<file path="config.mk">
export PLATFORM = sky130hd
export DESIGN_NAME = ufc_uart_ctl
export DESIGN_NICKNAME = d
export VERILOG_FILES = /design/src/ufc_pkg.sv /design/src/ufc_fifo_level.sv /design/src/ufc_rx_timeout.sv /design/src/ufc_uart_ctl.sv
export SDC_FILE = /design/constraint.sdc
export NUM_CORES = 1
export LEC_CHECK = 0
export ABC_AREA = 1
export BUFFER_PORTS_ARGS = -buffer_cell sky130_fd_sc_hd__buf_2
export CAP_MARGIN = 40
export CORE_MARGIN = 4
export CORE_UTILIZATION = 33
export CTS_CLUSTER_DIAMETER = 200
export CTS_CLUSTER_SIZE = 8
export DETAILED_ROUTE_END_ITERATION = 7
export PLACE_DENSITY = 0.56
export SYNTH_ARGS = -nofsm -noshare
export SYNTH_HDL_FRONTEND = slang
export SYNTH_HIERARCHICAL = 1
export SYNTH_SLANG_ARGS = --single-unit
</file>
<file path="constraint.sdc">
create_clock -name pclk -period 3.4 [get_ports pclk]
set_clock_uncertainty 0.2 [all_clocks]
set_input_delay 0.68 -clock pclk [delete_from_list [all_inputs] [get_ports pclk]]
set_output_delay 0.68 -clock pclk [all_outputs]
set_load 0.02 [all_outputs]
</file>
<file path="src/ufc_pkg.sv">
package ufc_pkg;

	// Register byte offsets on the APB slave
	localparam logic [7:0] OFF_DATA      = 8'h00;
	localparam logic [7:0] OFF_DIV_HIGH  = 8'h04;
	localparam logic [7:0] OFF_FIFO_CTL  = 8'h08;
	localparam logic [7:0] OFF_LINE_FMT  = 8'h0C;
	localparam logic [7:0] OFF_MODEM_OUT = 8'h10;
	localparam logic [7:0] OFF_ENH_FEAT  = 8'h14;
	localparam logic [7:0] OFF_FEAT_CTL  = 8'h18;
	localparam logic [7:0] OFF_DIV_FRAC  = 8'h1C;
	localparam logic [7:0] OFF_STATUS    = 8'h20;

	// fifo_control fields
	localparam int FC_ENABLE  = 0;
	localparam int FC_RX_RST  = 1;
	localparam int FC_TX_RST  = 2;
	localparam int FC_TX_TRIG = 4;
	localparam int FC_RX_TRIG = 6;

	// line_format_control fields
	localparam int LF_WLEN      = 0;
	localparam int LF_STOP      = 2;
	localparam int LF_PAR_EN    = 3;
	localparam int LF_PAR_EVEN  = 4;
	localparam int LF_PAR_FORCE = 5;
	localparam int LF_BREAK     = 6;
	localparam int LF_DIV_ACC   = 7;

	// modem_output_control, enhanced_feature_control, feature_control fields
	localparam int MO_TERM_RDY  = 0;
	localparam int MO_SEND_REQ  = 1;
	localparam int EF_ENHANCED  = 4;
	localparam int EF_AUTO_SEND = 6;
	localparam int FT_RS485     = 3;

	// Reset values
	localparam logic [7:0] LINE_FMT_RST  = 8'h05;
	localparam logic [7:0] MODEM_OUT_RST = 8'h00;
	localparam logic [7:0] ENH_FEAT_RST  = 8'h00;
	localparam logic [7:0] FEAT_CTL_RST  = 8'h00;
	localparam logic [1:0] TRIG_CODE_RST = 2'h0;
	localparam logic [7:0] DIV_LOW_RST   = 8'h01;
	localparam logic [7:0] DIV_HIGH_RST  = 8'h00;
	localparam logic [3:0] DIV_FRAC_RST  = 4'h0;

	// Sizes and timing counts
	localparam int         FIFO_DEPTH      = 64;
	localparam int         LVL_W           = 7;
	localparam logic [6:0] TOUT_CHARS      = 7'h04;
	localparam logic [6:0] TOUT_EXTRA_BITS = 7'h0C;

	typedef struct packed {
		logic [3:0] word_bits;
		logic       stop_two;
		logic       stop_half;
		logic       parity_en;
		logic       parity_forced;
		logic       parity_even;
	} ufc_fmt_t;

	typedef struct packed {
		logic       enable;
		logic [1:0] tx_trig;
		logic [1:0] rx_trig;
	} ufc_fifo_cfg_t;

	function automatic logic [6:0] ufc_tx_trig_lvl(input logic [1:0] code);
		case (code)
			2'h0:    return 7'h08;
			2'h1:    return 7'h10;
			2'h2:    return 7'h20;
			default: return 7'h38;
		endcase
	endfunction : ufc_tx_trig_lvl

	function automatic logic [6:0] ufc_rx_trig_lvl(input logic [1:0] code);
		case (code)
			2'h0:    return 7'h08;
			2'h1:    return 7'h10;
			2'h2:    return 7'h38;
			default: return 7'h3C;
		endcase
	endfunction : ufc_rx_trig_lvl

endpackage : ufc_pkg

</file>
<file path="src/ufc_fifo_level.sv">
`timescale 1ns/1ps
module ufc_fifo_level
	import ufc_pkg::*;
#(
	parameter int DEPTH = FIFO_DEPTH
) (
	input  wire logic             pclk,
	input  wire logic             presetn,
	input  wire logic             clr,
	input  wire logic             push,
	input  wire logic             pop,
	input  wire logic [LVL_W-1:0] limit,
	output logic      [LVL_W-1:0] level,
	output logic                  full,
	output logic                  empty
);

	logic do_push;
	logic do_pop;

	// Overflow and underflow requests are dropped, never wrapped
	assign full    = (level >= limit);
	assign empty   = (level == '0);
	assign do_push = push & ~full;
	assign do_pop  = pop & ~empty;

	always_ff @(posedge pclk or negedge presetn) begin
		if (!presetn) begin
			level <= '0;
		end else if (clr) begin
			level <= '0;
		end else if (do_push & ~do_pop) begin
			level <= level + 1'b1;
		end else if (do_pop & ~do_push) begin
			level <= level - 1'b1;
		end
	end

	level_bound_a: assert property (@(posedge pclk) disable iff (!presetn)
		level <= LVL_W'(DEPTH)) else $error("level above depth");

endmodule : ufc_fifo_level

</file>
<file path="src/ufc_rx_timeout.sv">
`timescale 1ns/1ps
module ufc_rx_timeout
	import ufc_pkg::*;
(
	input  wire logic       pclk,
	input  wire logic       presetn,
	input  wire logic       bit_tick,
	input  wire logic       restart,
	input  wire logic       armed,
	input  wire logic       clear,
	input  wire logic [6:0] limit,
	output logic            timeout
);

	logic [6:0] cnt;

	// Count bit times of silence while data waits
	always_ff @(posedge pclk or negedge presetn) begin
		if (!presetn) begin
			cnt <= '0;
		end else if (restart || !armed) begin
			cnt <= '0;
		end else if (bit_tick && cnt != limit) begin
			cnt <= cnt + 7'h01;
		end
	end

	always_ff @(posedge pclk or negedge presetn) begin
		if (!presetn) begin
			timeout <= 1'b0;
		end else if (!armed || clear) begin
			timeout <= 1'b0;
		end else if (cnt == limit && !restart) begin
			timeout <= 1'b1; // [RL21]
		end
	end

	tout_fire_a: assert property (@(posedge pclk) disable iff (!presetn) // [RL21]
		$rose(timeout) |-> $past(cnt) == $past(limit) && $past(armed))
		else $error("timeout fired early");

endmodule : ufc_rx_timeout

</file>
<file path="src/ufc_uart_ctl.sv">
// Operation
// [RL1] FIFO-enable clear runs without FIFOs; set enables both FIFOs.
// [RL2] Other FIFO-control fields load only when the same write sets enable.
// [RL3] Receive FIFO reset bit clears receive level, then self-clears.
// [RL4] Transmit FIFO reset bit clears transmit level, then self-clears.
// [RL5] FIFO-control bit three does nothing.
// [RL6] Transmit trigger selects 8/16/32/56 spaces; writable only with enhanced enable.
// [RL7] Transmit request when free spaces exceed trigger, or FIFO empties.
// [RL8] Receive trigger selects 8/16/56/60 characters, default 8.
// [RL9] Receive request when count exceeds trigger or receive timeout occurs.
// [RL10] Word length code selects 5, 6, 7 or 8 bits, default 6.
// [RL11] Stop bit: one, else one and a half for 5 bits, two otherwise.
// [RL12] Parity enable adds parity on transmit and checks it on receive.
// [RL13] Parity type bit: clear means odd, set means even, both directions.
// [RL14] Forced parity: bit is one when type clear, zero when type set.
// [RL15] Break bit holds serial output low until software clears it.
// [RL16] Divisor access bit maps divisor latches over the data registers.
// [RL17] Terminal-ready bit drives its active-low output low when set.
// [RL18] Send-request bit drives its active-low output unless automatic control owns it.
// [RL19] Send-request pin follows auto flow control or half-duplex direction control.
// [RL20] FIFO-control register is write-only; reads return status instead.
// [RL21] Receive timeout after four characters plus twelve bit times of silence.
// [RL22] Each FIFO holds 64 characters; counts range 0 to 64.
`timescale 1ns/1ps
module ufc_uart_ctl
	import ufc_pkg::*;
(
	input  wire logic        pclk,
	input  wire logic        presetn,
	input  wire logic        psel,
	input  wire logic        penable,
	input  wire logic        pwrite,
	input  wire logic [7:0]  paddr,
	input  wire logic [31:0] pwdata,
	output logic      [31:0] prdata,
	output logic             pready,
	output logic             pslverr,
	input  wire logic        bit_tick,
	input  wire logic        tx_serial_bit,
	input  wire logic        tx_pop,
	input  wire logic        tx_busy,
	input  wire logic [7:0]  tx_char,
	input  wire logic        rx_push,
	input  wire logic        rx_activity,
	input  wire logic [7:0]  rx_char,
	input  wire logic        rx_parity_in,
	input  wire logic        rx_check,
	input  wire logic        auto_send_req_n,
	output logic             tx_pin,
	output logic             term_ready_n,
	output logic             send_req_n,
	output logic             host_wr_valid,
	output logic      [7:0]  host_wr_byte,
	output logic             tx_fifo_clr,
	output logic             rx_fifo_clr,
	output logic             tx_parity_bit,
	output logic             rx_parity_err,
	output logic             tx_irq_req,
	output logic             rx_irq_req,
	output ufc_fmt_t         fmt,
	output ufc_fifo_cfg_t    fifo_cfg,
	output logic      [7:0]  div_low,
	output logic      [7:0]  div_high,
	output logic      [3:0]  div_frac
);

	logic [7:0]       line_fmt;
	logic [7:0]       modem_out;
	logic [7:0]       enh_feat;
	logic [7:0]       feat_ctl;
	logic             access;
	logic             wr_en;
	logic             rd_en;
	logic             setup;
	logic             addr_hit;
	logic             div_acc;
	logic             wr_fc;
	logic             fc_ok;
	logic             rx_clr;
	logic             tx_clr;
	logic             fifo_toggle;
	logic             data_rd;
	logic [LVL_W-1:0] limit;
	logic [LVL_W-1:0] tx_level;
	logic [LVL_W-1:0] rx_level;
	logic [LVL_W-1:0] tx_free;
	logic [LVL_W-1:0] tx_trig_lvl;
	logic [LVL_W-1:0] rx_trig_lvl;
	logic             tx_empty;
	logic             rx_empty;
	logic             rx_timeout;
	logic [6:0]       char_bits;
	logic [6:0]       tout_limit;
	logic [7:0]       wmask;
	logic [31:0]      next_prdata;
	logic [31:0]      status_word;

	// APB slave: zero wait states, errors on unmapped offsets
	assign access  = psel & penable;
	assign setup   = psel & ~penable;
	assign wr_en   = access & pwrite & addr_hit;
	assign rd_en   = access & ~pwrite & addr_hit;
	assign pready  = 1'b1;
	assign pslverr = access & ~addr_hit;
	assign div_acc = line_fmt[LF_DIV_ACC];

	always_comb begin
		case (paddr)
			OFF_DATA, OFF_FIFO_CTL, OFF_LINE_FMT, OFF_MODEM_OUT,
			OFF_ENH_FEAT, OFF_FEAT_CTL, OFF_STATUS: addr_hit = 1'b1;
			OFF_DIV_HIGH, OFF_DIV_FRAC: addr_hit = div_acc; // [RL16]
			default: addr_hit = 1'b0;
		endcase
	end

	assign wr_fc  = wr_en && paddr == OFF_FIFO_CTL;
	assign fc_ok  = wr_fc && pwdata[FC_ENABLE]; // [RL2]
	assign rx_clr = fc_ok && pwdata[FC_RX_RST]; // [RL3]
	assign tx_clr = fc_ok && pwdata[FC_TX_RST]; // [RL4]
	assign fifo_toggle = wr_fc && (pwdata[FC_ENABLE] != fifo_cfg.enable);
	assign data_rd = rd_en && paddr == OFF_DATA && !div_acc;

	// Bit three is accepted and dropped on purpose
	always_ff @(posedge pclk or negedge presetn) begin
		if (!presetn) begin
			fifo_cfg <= '{enable: 1'b0, tx_trig: TRIG_CODE_RST,
				rx_trig: TRIG_CODE_RST};
		end else if (wr_fc) begin // [RL5]
			fifo_cfg.enable <= pwdata[FC_ENABLE]; // [RL1]
			if (pwdata[FC_ENABLE]) begin
				fifo_cfg.rx_trig <= pwdata[FC_RX_TRIG +: 2]; // [RL8]
				if (enh_feat[EF_ENHANCED]) begin
					fifo_cfg.tx_trig <= pwdata[FC_TX_TRIG +: 2]; // [RL6]
				end
			end
		end
	end

	always_ff @(posedge pclk or negedge presetn) begin
		if (!presetn) begin
			line_fmt <= LINE_FMT_RST;
		end else if (wr_en && paddr == OFF_LINE_FMT) begin
			line_fmt <= pwdata[7:0];
		end
	end

	always_ff @(posedge pclk or negedge presetn) begin
		if (!presetn) begin
			modem_out <= MODEM_OUT_RST;
			enh_feat  <= ENH_FEAT_RST;
			feat_ctl  <= FEAT_CTL_RST;
		end else if (wr_en) begin
			if (paddr == OFF_MODEM_OUT) begin
				modem_out <= pwdata[7:0];
			end
			if (paddr == OFF_ENH_FEAT) begin
				enh_feat <= pwdata[7:0];
			end
			if (paddr == OFF_FEAT_CTL) begin
				feat_ctl <= pwdata[7:0];
			end
		end
	end

	// Low divisor latch shares the data offset while access is set; high and fraction latches have their own offsets
	always_ff @(posedge pclk or negedge presetn) begin
		if (!presetn) begin
			div_low  <= DIV_LOW_RST;
			div_high <= DIV_HIGH_RST;
			div_frac <= DIV_FRAC_RST;
		end else if (wr_en && div_acc) begin
			if (paddr == OFF_DATA) begin
				div_low <= pwdata[7:0]; // [RL16]
			end
			if (paddr == OFF_DIV_HIGH) begin
				div_high <= pwdata[7:0];
			end
			if (paddr == OFF_DIV_FRAC) begin
				div_frac <= pwdata[3:0];
			end
		end
	end

	// Host character write, handed to the transmit datapath
	always_ff @(posedge pclk or negedge presetn) begin
		if (!presetn) begin
			host_wr_valid <= 1'b0;
			host_wr_byte  <= 8'h00;
		end else begin
			host_wr_valid <= wr_en && paddr == OFF_DATA && !div_acc;
			if (wr_en && paddr == OFF_DATA && !div_acc) begin
				host_wr_byte <= pwdata[7:0];
			end
		end
	end

	// Reset bits are never stored, so they read back as zero
	always_ff @(posedge pclk or negedge presetn) begin
		if (!presetn) begin
			tx_fifo_clr <= 1'b0;
			rx_fifo_clr <= 1'b0;
		end else begin
			tx_fifo_clr <= tx_clr | fifo_toggle; // [RL4]
			rx_fifo_clr <= rx_clr | fifo_toggle; // [RL3]
		end
	end

	// Without FIFOs each path holds a single character
	assign limit = fifo_cfg.enable ? LVL_W'(FIFO_DEPTH) : LVL_W'(1); // [RL22]

	ufc_fifo_level #(
		.DEPTH (FIFO_DEPTH)
	) u_tx_level (
		.pclk    (pclk),
		.presetn (presetn),
		.clr     (tx_clr | fifo_toggle),
		.push    (host_wr_valid),
		.pop     (tx_pop),
		.limit   (limit),
		.level   (tx_level),
		.full    (),
		.empty   (tx_empty)
	);

	ufc_fifo_level #(
		.DEPTH (FIFO_DEPTH)
	) u_rx_level (
		.pclk    (pclk),
		.presetn (presetn),
		.clr     (rx_clr | fifo_toggle),
		.push    (rx_push),
		.pop     (data_rd),
		.limit   (limit),
		.level   (rx_level),
		.full    (),
		.empty   (rx_empty)
	);

	// Character format decode
	always_comb begin
		fmt.word_bits     = 4'h5 + {2'h0, line_fmt[LF_WLEN +: 2]}; // [RL10]
		fmt.stop_two      = line_fmt[LF_STOP] && line_fmt[1:0] != 2'h0;
		fmt.stop_half     = line_fmt[LF_STOP] && line_fmt[1:0] == 2'h0;
		fmt.parity_en     = line_fmt[LF_PAR_EN]; // [RL12]
		fmt.parity_forced = line_fmt[LF_PAR_FORCE];
		fmt.parity_even   = line_fmt[LF_PAR_EVEN];
	end

	// One and a half stop bits round up to two for the timer
	assign char_bits  = 7'h01 + {3'h0, fmt.word_bits}
		+ {6'h00, fmt.parity_en}
		+ ((fmt.stop_two | fmt.stop_half) ? 7'h02 : 7'h01); // [RL11]
	assign tout_limit = 7'(char_bits * TOUT_CHARS) + TOUT_EXTRA_BITS; // [RL21]

	ufc_rx_timeout u_rx_timeout (
		.pclk     (pclk),
		.presetn  (presetn),
		.bit_tick (bit_tick),
		.restart  (rx_push | rx_activity | data_rd),
		.armed    (fifo_cfg.enable & ~rx_empty),
		.clear    (data_rd),
		.limit    (tout_limit),
		.timeout  (rx_timeout)
	);

	// Unused high data bits must not disturb parity
	assign wmask = 8'hFF >> (2'h3 - line_fmt[LF_WLEN +: 2]);

	function automatic logic parity_of(input logic [7:0] c,
		input logic [7:0] m, input ufc_fmt_t f);
		if (f.parity_forced) begin
			return ~f.parity_even; // [RL14]
		end
		return (^(c & m)) ^ ~f.parity_even; // [RL13]
	endfunction : parity_of

	always_ff @(posedge pclk or negedge presetn) begin
		if (!presetn) begin
			tx_parity_bit <= 1'b0;
			rx_parity_err <= 1'b0;
		end else begin
			tx_parity_bit <= parity_of(tx_char, wmask, fmt); // [RL13]
			rx_parity_err <= rx_check && fmt.parity_en
				&& rx_parity_in != parity_of(rx_char, wmask, fmt); // [RL12]
		end
	end

	assign tx_free     = LVL_W'(FIFO_DEPTH) - tx_level;
	assign tx_trig_lvl = ufc_tx_trig_lvl(fifo_cfg.tx_trig);
	assign rx_trig_lvl = ufc_rx_trig_lvl(fifo_cfg.rx_trig);

	// Empty FIFO always exceeds any trigger, covering a short reload
	always_ff @(posedge pclk or negedge presetn) begin
		if (!presetn) begin
			tx_irq_req <= 1'b0;
			rx_irq_req <= 1'b0;
		end else if (fifo_cfg.enable) begin
			tx_irq_req <= tx_free > tx_trig_lvl || tx_empty; // [RL7]
			rx_irq_req <= rx_level > rx_trig_lvl || rx_timeout; // [RL9]
		end else begin
			tx_irq_req <= tx_empty;
			rx_irq_req <= !rx_empty;
		end
	end

	// Serial and modem outputs, registered to avoid glitches on pins
	always_ff @(posedge pclk or negedge presetn) begin
		if (!presetn) begin
			tx_pin       <= 1'b1;
			term_ready_n <= 1'b1;
			send_req_n   <= 1'b1;
		end else begin
			tx_pin       <= line_fmt[LF_BREAK] ? 1'b0 : tx_serial_bit; // [RL15]
			term_ready_n <= ~modem_out[MO_TERM_RDY]; // [RL17]
			if (feat_ctl[FT_RS485]) begin
				send_req_n <= ~tx_busy; // [RL19]
			end else if (enh_feat[EF_AUTO_SEND]) begin
				send_req_n <= auto_send_req_n; // [RL19]
			end else begin
				send_req_n <= ~modem_out[MO_SEND_REQ]; // [RL18]
			end
		end
	end

	assign status_word = {12'h000, rx_timeout, fifo_cfg.enable, rx_irq_req,
		tx_irq_req, 1'b0, rx_level, 1'b0, tx_level};

	always_comb begin
		case (paddr)
			OFF_DATA:      next_prdata = {24'h000000, div_acc ? div_low : rx_char};
			OFF_DIV_HIGH:  next_prdata = {24'h000000, div_high};
			OFF_DIV_FRAC:  next_prdata = {28'h0000000, div_frac};
			OFF_FIFO_CTL:  next_prdata = {24'h000000, {2{fifo_cfg.enable}},
				6'h00}; // [RL20]
			OFF_LINE_FMT:  next_prdata = {24'h000000, line_fmt};
			OFF_MODEM_OUT: next_prdata = {24'h000000, modem_out};
			OFF_ENH_FEAT:  next_prdata = {24'h000000, enh_feat};
			OFF_FEAT_CTL:  next_prdata = {24'h000000, feat_ctl};
			OFF_STATUS:    next_prdata = status_word;
			default:       next_prdata = 32'h00000000;
		endcase
	end

	// Read data captured in the setup cycle, stable through access
	always_ff @(posedge pclk or negedge presetn) begin
		if (!presetn) begin
			prdata <= 32'h00000000;
		end else if (setup) begin
			prdata <= next_prdata;
		end
	end

	fc_gate_a: assert property (@(posedge pclk) disable iff (!presetn) // [RL2]
		(wr_fc && !pwdata[FC_ENABLE]) |=> $stable(fifo_cfg.rx_trig)
		&& $stable(fifo_cfg.tx_trig) && !fifo_cfg.enable)
		else $error("fifo fields loaded without enable");

	rx_reset_a: assert property (@(posedge pclk) disable iff (!presetn) // [RL3]
		rx_clr |=> rx_level == '0 && rx_fifo_clr ##1 !rx_fifo_clr || rx_clr)
		else $error("receive fifo reset failed");

	tx_reset_a: assert property (@(posedge pclk) disable iff (!presetn) // [RL4]
		tx_clr |=> tx_level == '0 && tx_fifo_clr)
		else $error("transmit fifo reset failed");

	tx_trig_lock_a: assert property (@(posedge pclk) disable iff (!presetn) // [RL6]
		(fc_ok && !enh_feat[EF_ENHANCED]) |=> $stable(fifo_cfg.tx_trig))
		else $error("tx trigger written without enhanced enable");

	no_fifo_a: assert property (@(posedge pclk) disable iff (!presetn) // [RL1]
		!fifo_cfg.enable |-> tx_level <= LVL_W'(1) && rx_level <= LVL_W'(1))
		else $error("non-fifo mode holds more than one character");

	tx_req_a: assert property (@(posedge pclk) disable iff (!presetn) // [RL7]
		(fifo_cfg.enable && tx_free > tx_trig_lvl) |=> tx_irq_req)
		else $error("transmit request missing");

	rx_req_a: assert property (@(posedge pclk) disable iff (!presetn) // [RL9]
		(fifo_cfg.enable && (rx_level > rx_trig_lvl || rx_timeout))
		|=> rx_irq_req) else $error("receive request missing");

	break_low_a: assert property (@(posedge pclk) disable iff (!presetn) // [RL15]
		line_fmt[LF_BREAK] |=> !tx_pin) else $error("break not held low");

	modem_out_a: assert property (@(posedge pclk) disable iff (!presetn) // [RL17]
		##1 term_ready_n == !$past(modem_out[MO_TERM_RDY]))
		else $error("terminal ready level wrong");

	send_req_a: assert property (@(posedge pclk) disable iff (!presetn) // [RL18]
		(!feat_ctl[FT_RS485] && !enh_feat[EF_AUTO_SEND])
		|=> send_req_n == !$past(modem_out[MO_SEND_REQ]))
		else $error("send request level wrong");

	force_par_a: assert property (@(posedge pclk) disable iff (!presetn) // [RL14]
		fmt.parity_forced |=> tx_parity_bit == !$past(fmt.parity_even))
		else $error("forced parity wrong");

endmodule : ufc_uart_ctl

</file>
# [After elaboration in Yosys (flattened, before gate mapping)]
# Index checks and enable logic that the tools add are counted.
[word_totals] reg_bits=129 input_bits=70 out_inout_bits=86 word_cells=173
[op_classes] shift=1 reduce_logical=48 eq_ne=16 n_lt_le_gt_ge=4 muxes=26 addsub=12 n_bitwise=40
[op_table] op="case mux 20 bit (9 select lines)" n=1
[op_table] op="two-way mux 7 bit" n=9
[op_table] op="case mux 6 bit (3 select lines)" n=2
[op_table] op="equality test 8 x 5 -> 1 bit, second input constant" n=4
[op_table] op="adder 7 x 1 -> 7 bit, second input constant" n=3
[op_table] op="logical AND 1 bit" n=17
[op_table] op="AND 1 bit" n=16
[op_table] op="AND 8 bit" n=2
[op_table] op="equality test 8 x 4 -> 1 bit, second input constant" n=2
[op_table] op="parity 8 bit" n=2
[op_table] op="NOT 1 bit" n=15
[op_table] op=">= comparator 7 bit" n=2
[op_table] op="> comparator 7 bit" n=2
[op_table] op="logical NOT 7 bit" n=2
[op_table] op="AND reduction 2 bit" n=7
[op_table] op="subtractor 7 x 1 -> 7 bit, second input constant" n=2
[op_table] op="two-way mux 1 bit" n=11
[op_table] op="equality test 8 x 3 -> 1 bit, second input constant" n=1
[op_table] op="equality test 8 x 6 -> 1 bit, second input constant" n=1
[op_table] op="logical NOT 8 bit" n=1
[op_table] op="two-way mux 8 bit" n=1
[op_table] op=">> shifter 8 x 2 -> 8 bit, first input constant" n=1
[op_table] op="adder 7 x 4 -> 7 bit, second input constant" n=1
[op_table] op="equality test 7 bit" n=1
[op_table] op="other kinds (22)" n=41

# [Logic depth before layout (Yosys ltp)]
[depth] word_depth=11 depth_mapped=20 mapped_depth_nobuf=20

# [By module]
# The synthesis kept the hierarchy.
[by_module_without_submodules] mod="ufc_uart_ctl" seq_area_each_um2=2359.8 area_each_um2=5408.9 n_inst=1 cells_per_inst=716
[by_module_without_submodules] mod="ufc_fifo_level" seq_area_each_um2=175.2 area_each_um2=828.3 n_inst=2 cells_per_inst=109
[by_module_without_submodules] mod="ufc_rx_timeout" seq_area_each_um2=200.2 area_each_um2=688.2 n_inst=1 cells_per_inst=120

# [Least setup slack after synthesis]
# OpenSTA, ideal clock, no wires.
[synth_timing] kind="input -> register" start="input paddr[7]" end="register u_rx_level.level[6]" arrival_ns=3.101 path_slack_ns=-0.018 path_buffers=0 setup_ns=0.117 path_stages=20 required_time_ns=3.083 cell_sequence="inv_1 nand2_2 nor2_4 nand2_2 inv_2 nand2_1 nor3_1 o21ai_4 nand3_4 inv_1 fa_1 inv_1 nand3_1 nand2_1 nand2_1 nand2_1 a21o_1 nand3_1 nand3_1 nand2_1"
[synth_via] elab_chain_cells=11 word_cells_on_any_way=28 classes_between="8 x eq/ne; 3 x mux; 7 x bitwise; 10 x reduce/logical"
[synth_rtl] item="start, declared" line="ufc_uart_ctl.sv:33" text="input wire logic [7:0] paddr,"
[synth_rtl] item="equality test 8 x 4 -> 1 bit (tied with other cells)" line="ufc_uart_ctl.sv:108" text="case (paddr)"
[synth_rtl] item="OR reduction 7 bit or OR reduction 2 bit (tied branches)" line="ufc_uart_ctl.sv:108"
[synth_rtl] item="case mux 1 bit (2 select lines)" line="ufc_uart_ctl.sv:108"
[synth_rtl] item="AND 1 bit" line="ufc_uart_ctl.sv:102" text="assign rd_en = access & ~pwrite & addr_hit;"
[synth_rtl] item="logical AND 1 bit (*) (2 in series)" line="ufc_uart_ctl.sv:121" text="assign data_rd = rd_en && paddr == OFF_DATA && !div_acc;"
[synth_rtl] item="named net data_rd" line="ufc_uart_ctl.sv:82" text="logic data_rd;"
[synth_rtl] item="AND 1 bit (*)" line="ufc_fifo_level.sv:25" text="assign do_pop = pop & ~empty;"
[synth_rtl] item="NOT 1 bit" line="ufc_fifo_level.sv:32" text="end else if (do_push & ~do_pop) begin"
[synth_rtl] item="AND 1 bit" line="ufc_fifo_level.sv:32"
[synth_rtl] item="two-way mux 7 bit" line="ufc_fifo_level.sv:32"
[synth_rtl] item="two-way mux 7 bit" line="ufc_fifo_level.sv:30" text="end else if (clr) begin"
[synth_rtl] item="end signal, assigned" line="ufc_fifo_level.sv:33" text="level <= level + 1'b1;"
[synth_rtl] item="end signal, assigned" line="ufc_fifo_level.sv:35" text="level <= level - 1'b1;"
[synth_rtl] item="end, declared" line="ufc_fifo_level.sv:13" text="output logic [LVL_W-1:0] level,"
# The timed path passes the listed nets; every way through them passes the cells marked *.
# A chain may end at the register's enable or synchronous reset.

# [Worst setup path in the final report]
[layout_timing] start="register line_fmt[1]" end="register u_rx_timeout.cnt[2]"
[layout_via] elab_chain_cells=9 word_cells_on_any_way=14 classes_between="5 x add/sub; 1 x eq/ne; 1 x mux; 1 x bitwise; 6 x reduce/logical"
[layout_rtl] item="start, declared" line="ufc_uart_ctl.sv:67" text="logic [7:0] line_fmt;"
[layout_rtl] item="start signal, assigned" line="ufc_uart_ctl.sv:143" text="line_fmt <= pwdata[7:0];"
[layout_rtl] item="parallel branches: the longest is 4 deep, another holds adder 1 x 4 -> 5 bit"
[layout_rtl] item="adder 5 x 2 -> 5 bit (*)" line="ufc_uart_ctl.sv:252" text="+ ((fmt.stop_two | fmt.stop_half) ? 7'h02 : 7'h01);"
[layout_rtl] item="adder 7 x 4 -> 7 bit (*)" line="ufc_uart_ctl.sv:253" text="assign tout_limit = 7'(char_bits * TOUT_CHARS) + TOUT_EXTRA_BITS;"
[layout_rtl] item="named net tout_limit[6]" line="ufc_uart_ctl.sv:93" text="logic [6:0] tout_limit;"
[layout_rtl] item="!= test 7 bit (*)" line="ufc_rx_timeout.sv:23" text="end else if (bit_tick && cnt != limit) begin"
[layout_rtl] item="logical AND 1 bit (*)" line="ufc_rx_timeout.sv:23"
[layout_rtl] item="nonzero test 2 bit (no line) (*)"
[layout_rtl] item="end signal, assigned" line="ufc_rx_timeout.sv:24" text="cnt <= cnt + 7'h01;"
[layout_rtl] item="end, declared" line="ufc_rx_timeout.sv:15" text="logic [6:0] cnt;"
# Mark *: on every way through the listed nets, which the timed path passes.

==> results.toml <==
[timing]
setup_violations = 0
slew_viol_final = 0
fin_setup_tns_ns = 0
timing.final.crit_period_ns = 3.19
relSlewSlack_pct = 60.0
fin_crit_sh_pct = 93.9
rsz0062_at_grt = "no"
hold_viol = 0
tightest_slew_ns = 0.599
fmax_ghz = 0.313

[power_and_ir_drop]
pwr-share-clk_pct = 35.0
power_frac_comb_pct = 32.1
p_int_uw = 3090
irDropWorstVdd_uv = 341
seqPwrFrac_pct = 32.9
power_leakage_uw = 0.00530
p_per_area_mw_per_mm2 = 526
power.net_switching_uw = 1870
p_sw_share_pct = 37.7

[logic_synthesis]
avgSynthCellArea_um2 = 7.36
synthesis.area_mm2 = 0.00775
yosys_warnings = 6
synthCells = 1052

[clocking]
htreeDepth = 4
numCtsBuffers = 17
cts_hold_buffers = 0
clk_latency_ns = 0.43
clock-root-buffer = "clkbuf_16"
cts_tree = "done"
cts_sinks = 116
clk_pin_slew_ns = 0.06
clk_path_buf_depth = 2

[worst_setup_path]
reg2reg_depth = 15
reg2reg_slack_ns = 0.21
crit_path_frequent_cell = "nand2_1"
path_class = "register to register"
cp-end-kind = "register"
start_kind = "register"
worst_ep_required_time_ns = 3.56
cpPeakStageDelay_ns = 0.56
arrival_ns = 3.35
reg2reg_to = "u_rx_timeout/cnt[2]$_DFFE_PN0P_"
r2r-start = "line_fmt[1]$_DFFE_PN0P_"
worst-path-max-fanout = 7
crit_slowest_cell = "fa_1"
path_cells = "fa_1, inv_1, fa_1, ha_2, nor2_1, nand2_1, xnor2_2, inv_1, nand2_1, nand2_1, nor2_1, nand2_1, o21bai_4, nand3_1, nand2_1"

[layout]
final_util_pct = 41.3
area_growth_pct = 21.9
nets = 1324
drive_above_1_share_pct = 21.3
nFillCells = 2445

[floorplanning]
die_w_um = 161
die-area_mm2 = 0.0260
die_y_um = 161
pin_count = 156
initial_core_util_pct = 33.9
num_rows = 55
placeableCoreArea_mm2 = 0.0228

[global_route]
grt_max_degree = 43
antenna_found_initial = 2
grt-ovfl-total = 0
grt_pass1_wl_um = 36800
grt_busiest_layer = "met2"
met3_usage_pct = 4.26
use_met1_pct = 25.8
grt_pass1_vias = 6796
use_met2_pct = 27.3
grt_use_total_pct = 17.9

[place]
place_congestion = 0.869
dp.final_hpwl_um = 17500
io_buffers = 117

[routing]
vias = 7065
drt-vias-per-instance = 4.61
drtIter0Drc = 549
drc = 0
ant_nets = 0
avgRoutedWirePerCell_um = 14.9
routed_wirelength_um = 22900
first_pass_iters = 5

[flow_run]
cap_violations = 0

[worst_hold_path]
hold_path.class = "input port to async pin"

[status]
status = "finished clean"
## power by group through the flow
| stage | registers, µW | clock network, µW | logic [µW] |
|---|---|---|---|
| after floorplan | 1630 | 0 | 1210 |
| after global placement | 1660 | 0 | 1550 |
| after detailed placement | 1660 | 0 | 1590 |
| after CTS | 1630 | 1760 | 1600 |
| after global routing | 1650 | 1820 | 1830 |
| final | 1630 | 1740 | 1590 |
## routing by layer
metal,up-vias,share of wire [%]
met5,-,0.031
met4,2,1.2
met3,26,6.1
met2,201,43
met1,3270,49
li1,3566,-
## worst max-delay path by stage
| stage | to | start |
|---|---|---|
| 2_1_floorplan | u_rx_level/level[6]$_DFFE_PN0P_ | paddr[7] |
| 3_5_place_dp | u_rx_timeout/cnt[1]$_DFFE_PN0P_ | line_fmt[1]$_DFFE_PN0P_ |
| 4_1_cts | u_rx_timeout/cnt[1]$_DFFE_PN0P_ | line_fmt[1]$_DFFE_PN0P_ |
| 5_1_grt | u_rx_timeout/cnt[0]$_DFFE_PN0P_ | line_fmt[1]$_DFFE_PN0P_ |
| 3_3_place_gp | u_rx_timeout/cnt[4]$_DFFE_PN0P_ | line_fmt[0]$_DFFE_PN1P_ |
| 6_report | u_rx_timeout/cnt[2]$_DFFE_PN0P_ | line_fmt[1]$_DFFE_PN0P_ |
## critical path, delay by kind of cell (launching register included)
| kind | cells | cell delay, ns |
|---|---|---|
| xor gates and xnor gates | 1 | 0.19 |
| DFF | 1 | 0.46 |
| AOI/OAI and AO/OA | 1 | 0.24 |
| adders and majority gates | 3 | 1.26 |
| and+or+nand+nor | 8 | 0.66 |
| buffers and inverters | 2 | 0.12 |
## state kept, by name (all words and copies together), names as in the netlist, 4 cells and up
signal / count
prdata: 19
div_high: 8
div_low: 8
enh_feat: 8
feat_ctl: 8
host_wr_byte: 8
line_fmt: 8
modem_out: 8
u_rx_level/level: 7
u_rx_timeout/cnt: 7
u_tx_level/level: 7
fifo_cfg: 5
div_frac: 4
## cell type report
class / count / area, µm² / area share, %
Timing Repair Buffer: 150 / 868 / 9.20
Inverter: 146 / 548 / 5.81
Sequential cell: 116 / 2910 / 30.8
Clock buffer: 17 / 425 / 4.51
Antenna cell: 1 / 2.50 / 0.0265
Multi-Input combinational cell: 775 / 4160 / 44.0
Tap cell: 313 / 392 / 4.15
Clock inverter: 15 / 136 / 1.44
## per-stage QoR
stage	area (µm²)	instances	total power (µW)	hold slack, ns	setup WS (ns)
after global placement	8790	1495	3210	0.173	0.121
after floorplan	7850	1079	2840	0.159	0.110
after global routing	9440	1532	5300	0.0961	0.0181
final	9440	1533	4960	0.0640	0.208
after detailed placement	8820	1496	3250	0.177	0.0690
after CTS	9380	1528	4990	0.0792	0.0802
## layout by cell type, fill, tap and decap left out, drive strengths merged
master and n:
xnor2 13, nand3 53, clkbuf 17, nor2 62
clkinvlp 2, nor3 3, and3 1, a31oi 2
a22oi 2, a21oi 31, or2 1, clkinv 5
xor2 16, dfrtp 110, inv 154, conb 29
ha 44, dfstp 6, o22ai 5, o21ai 77
diode 1, or3 1, nand4 21, o21bai 1
fa 4, nand3b 2, o31ai 4, a21o 5
nand2 397, buf 150, nor3b 1
## repair_timing
action / CTS / global route
setup endpoints to repair: 0 / 8
gates resized for setup: 0 / 7
buffers inserted: 0 / 4
endpoints found under the hold margin: 0 / 0
(Power assumes the default switching activity.)
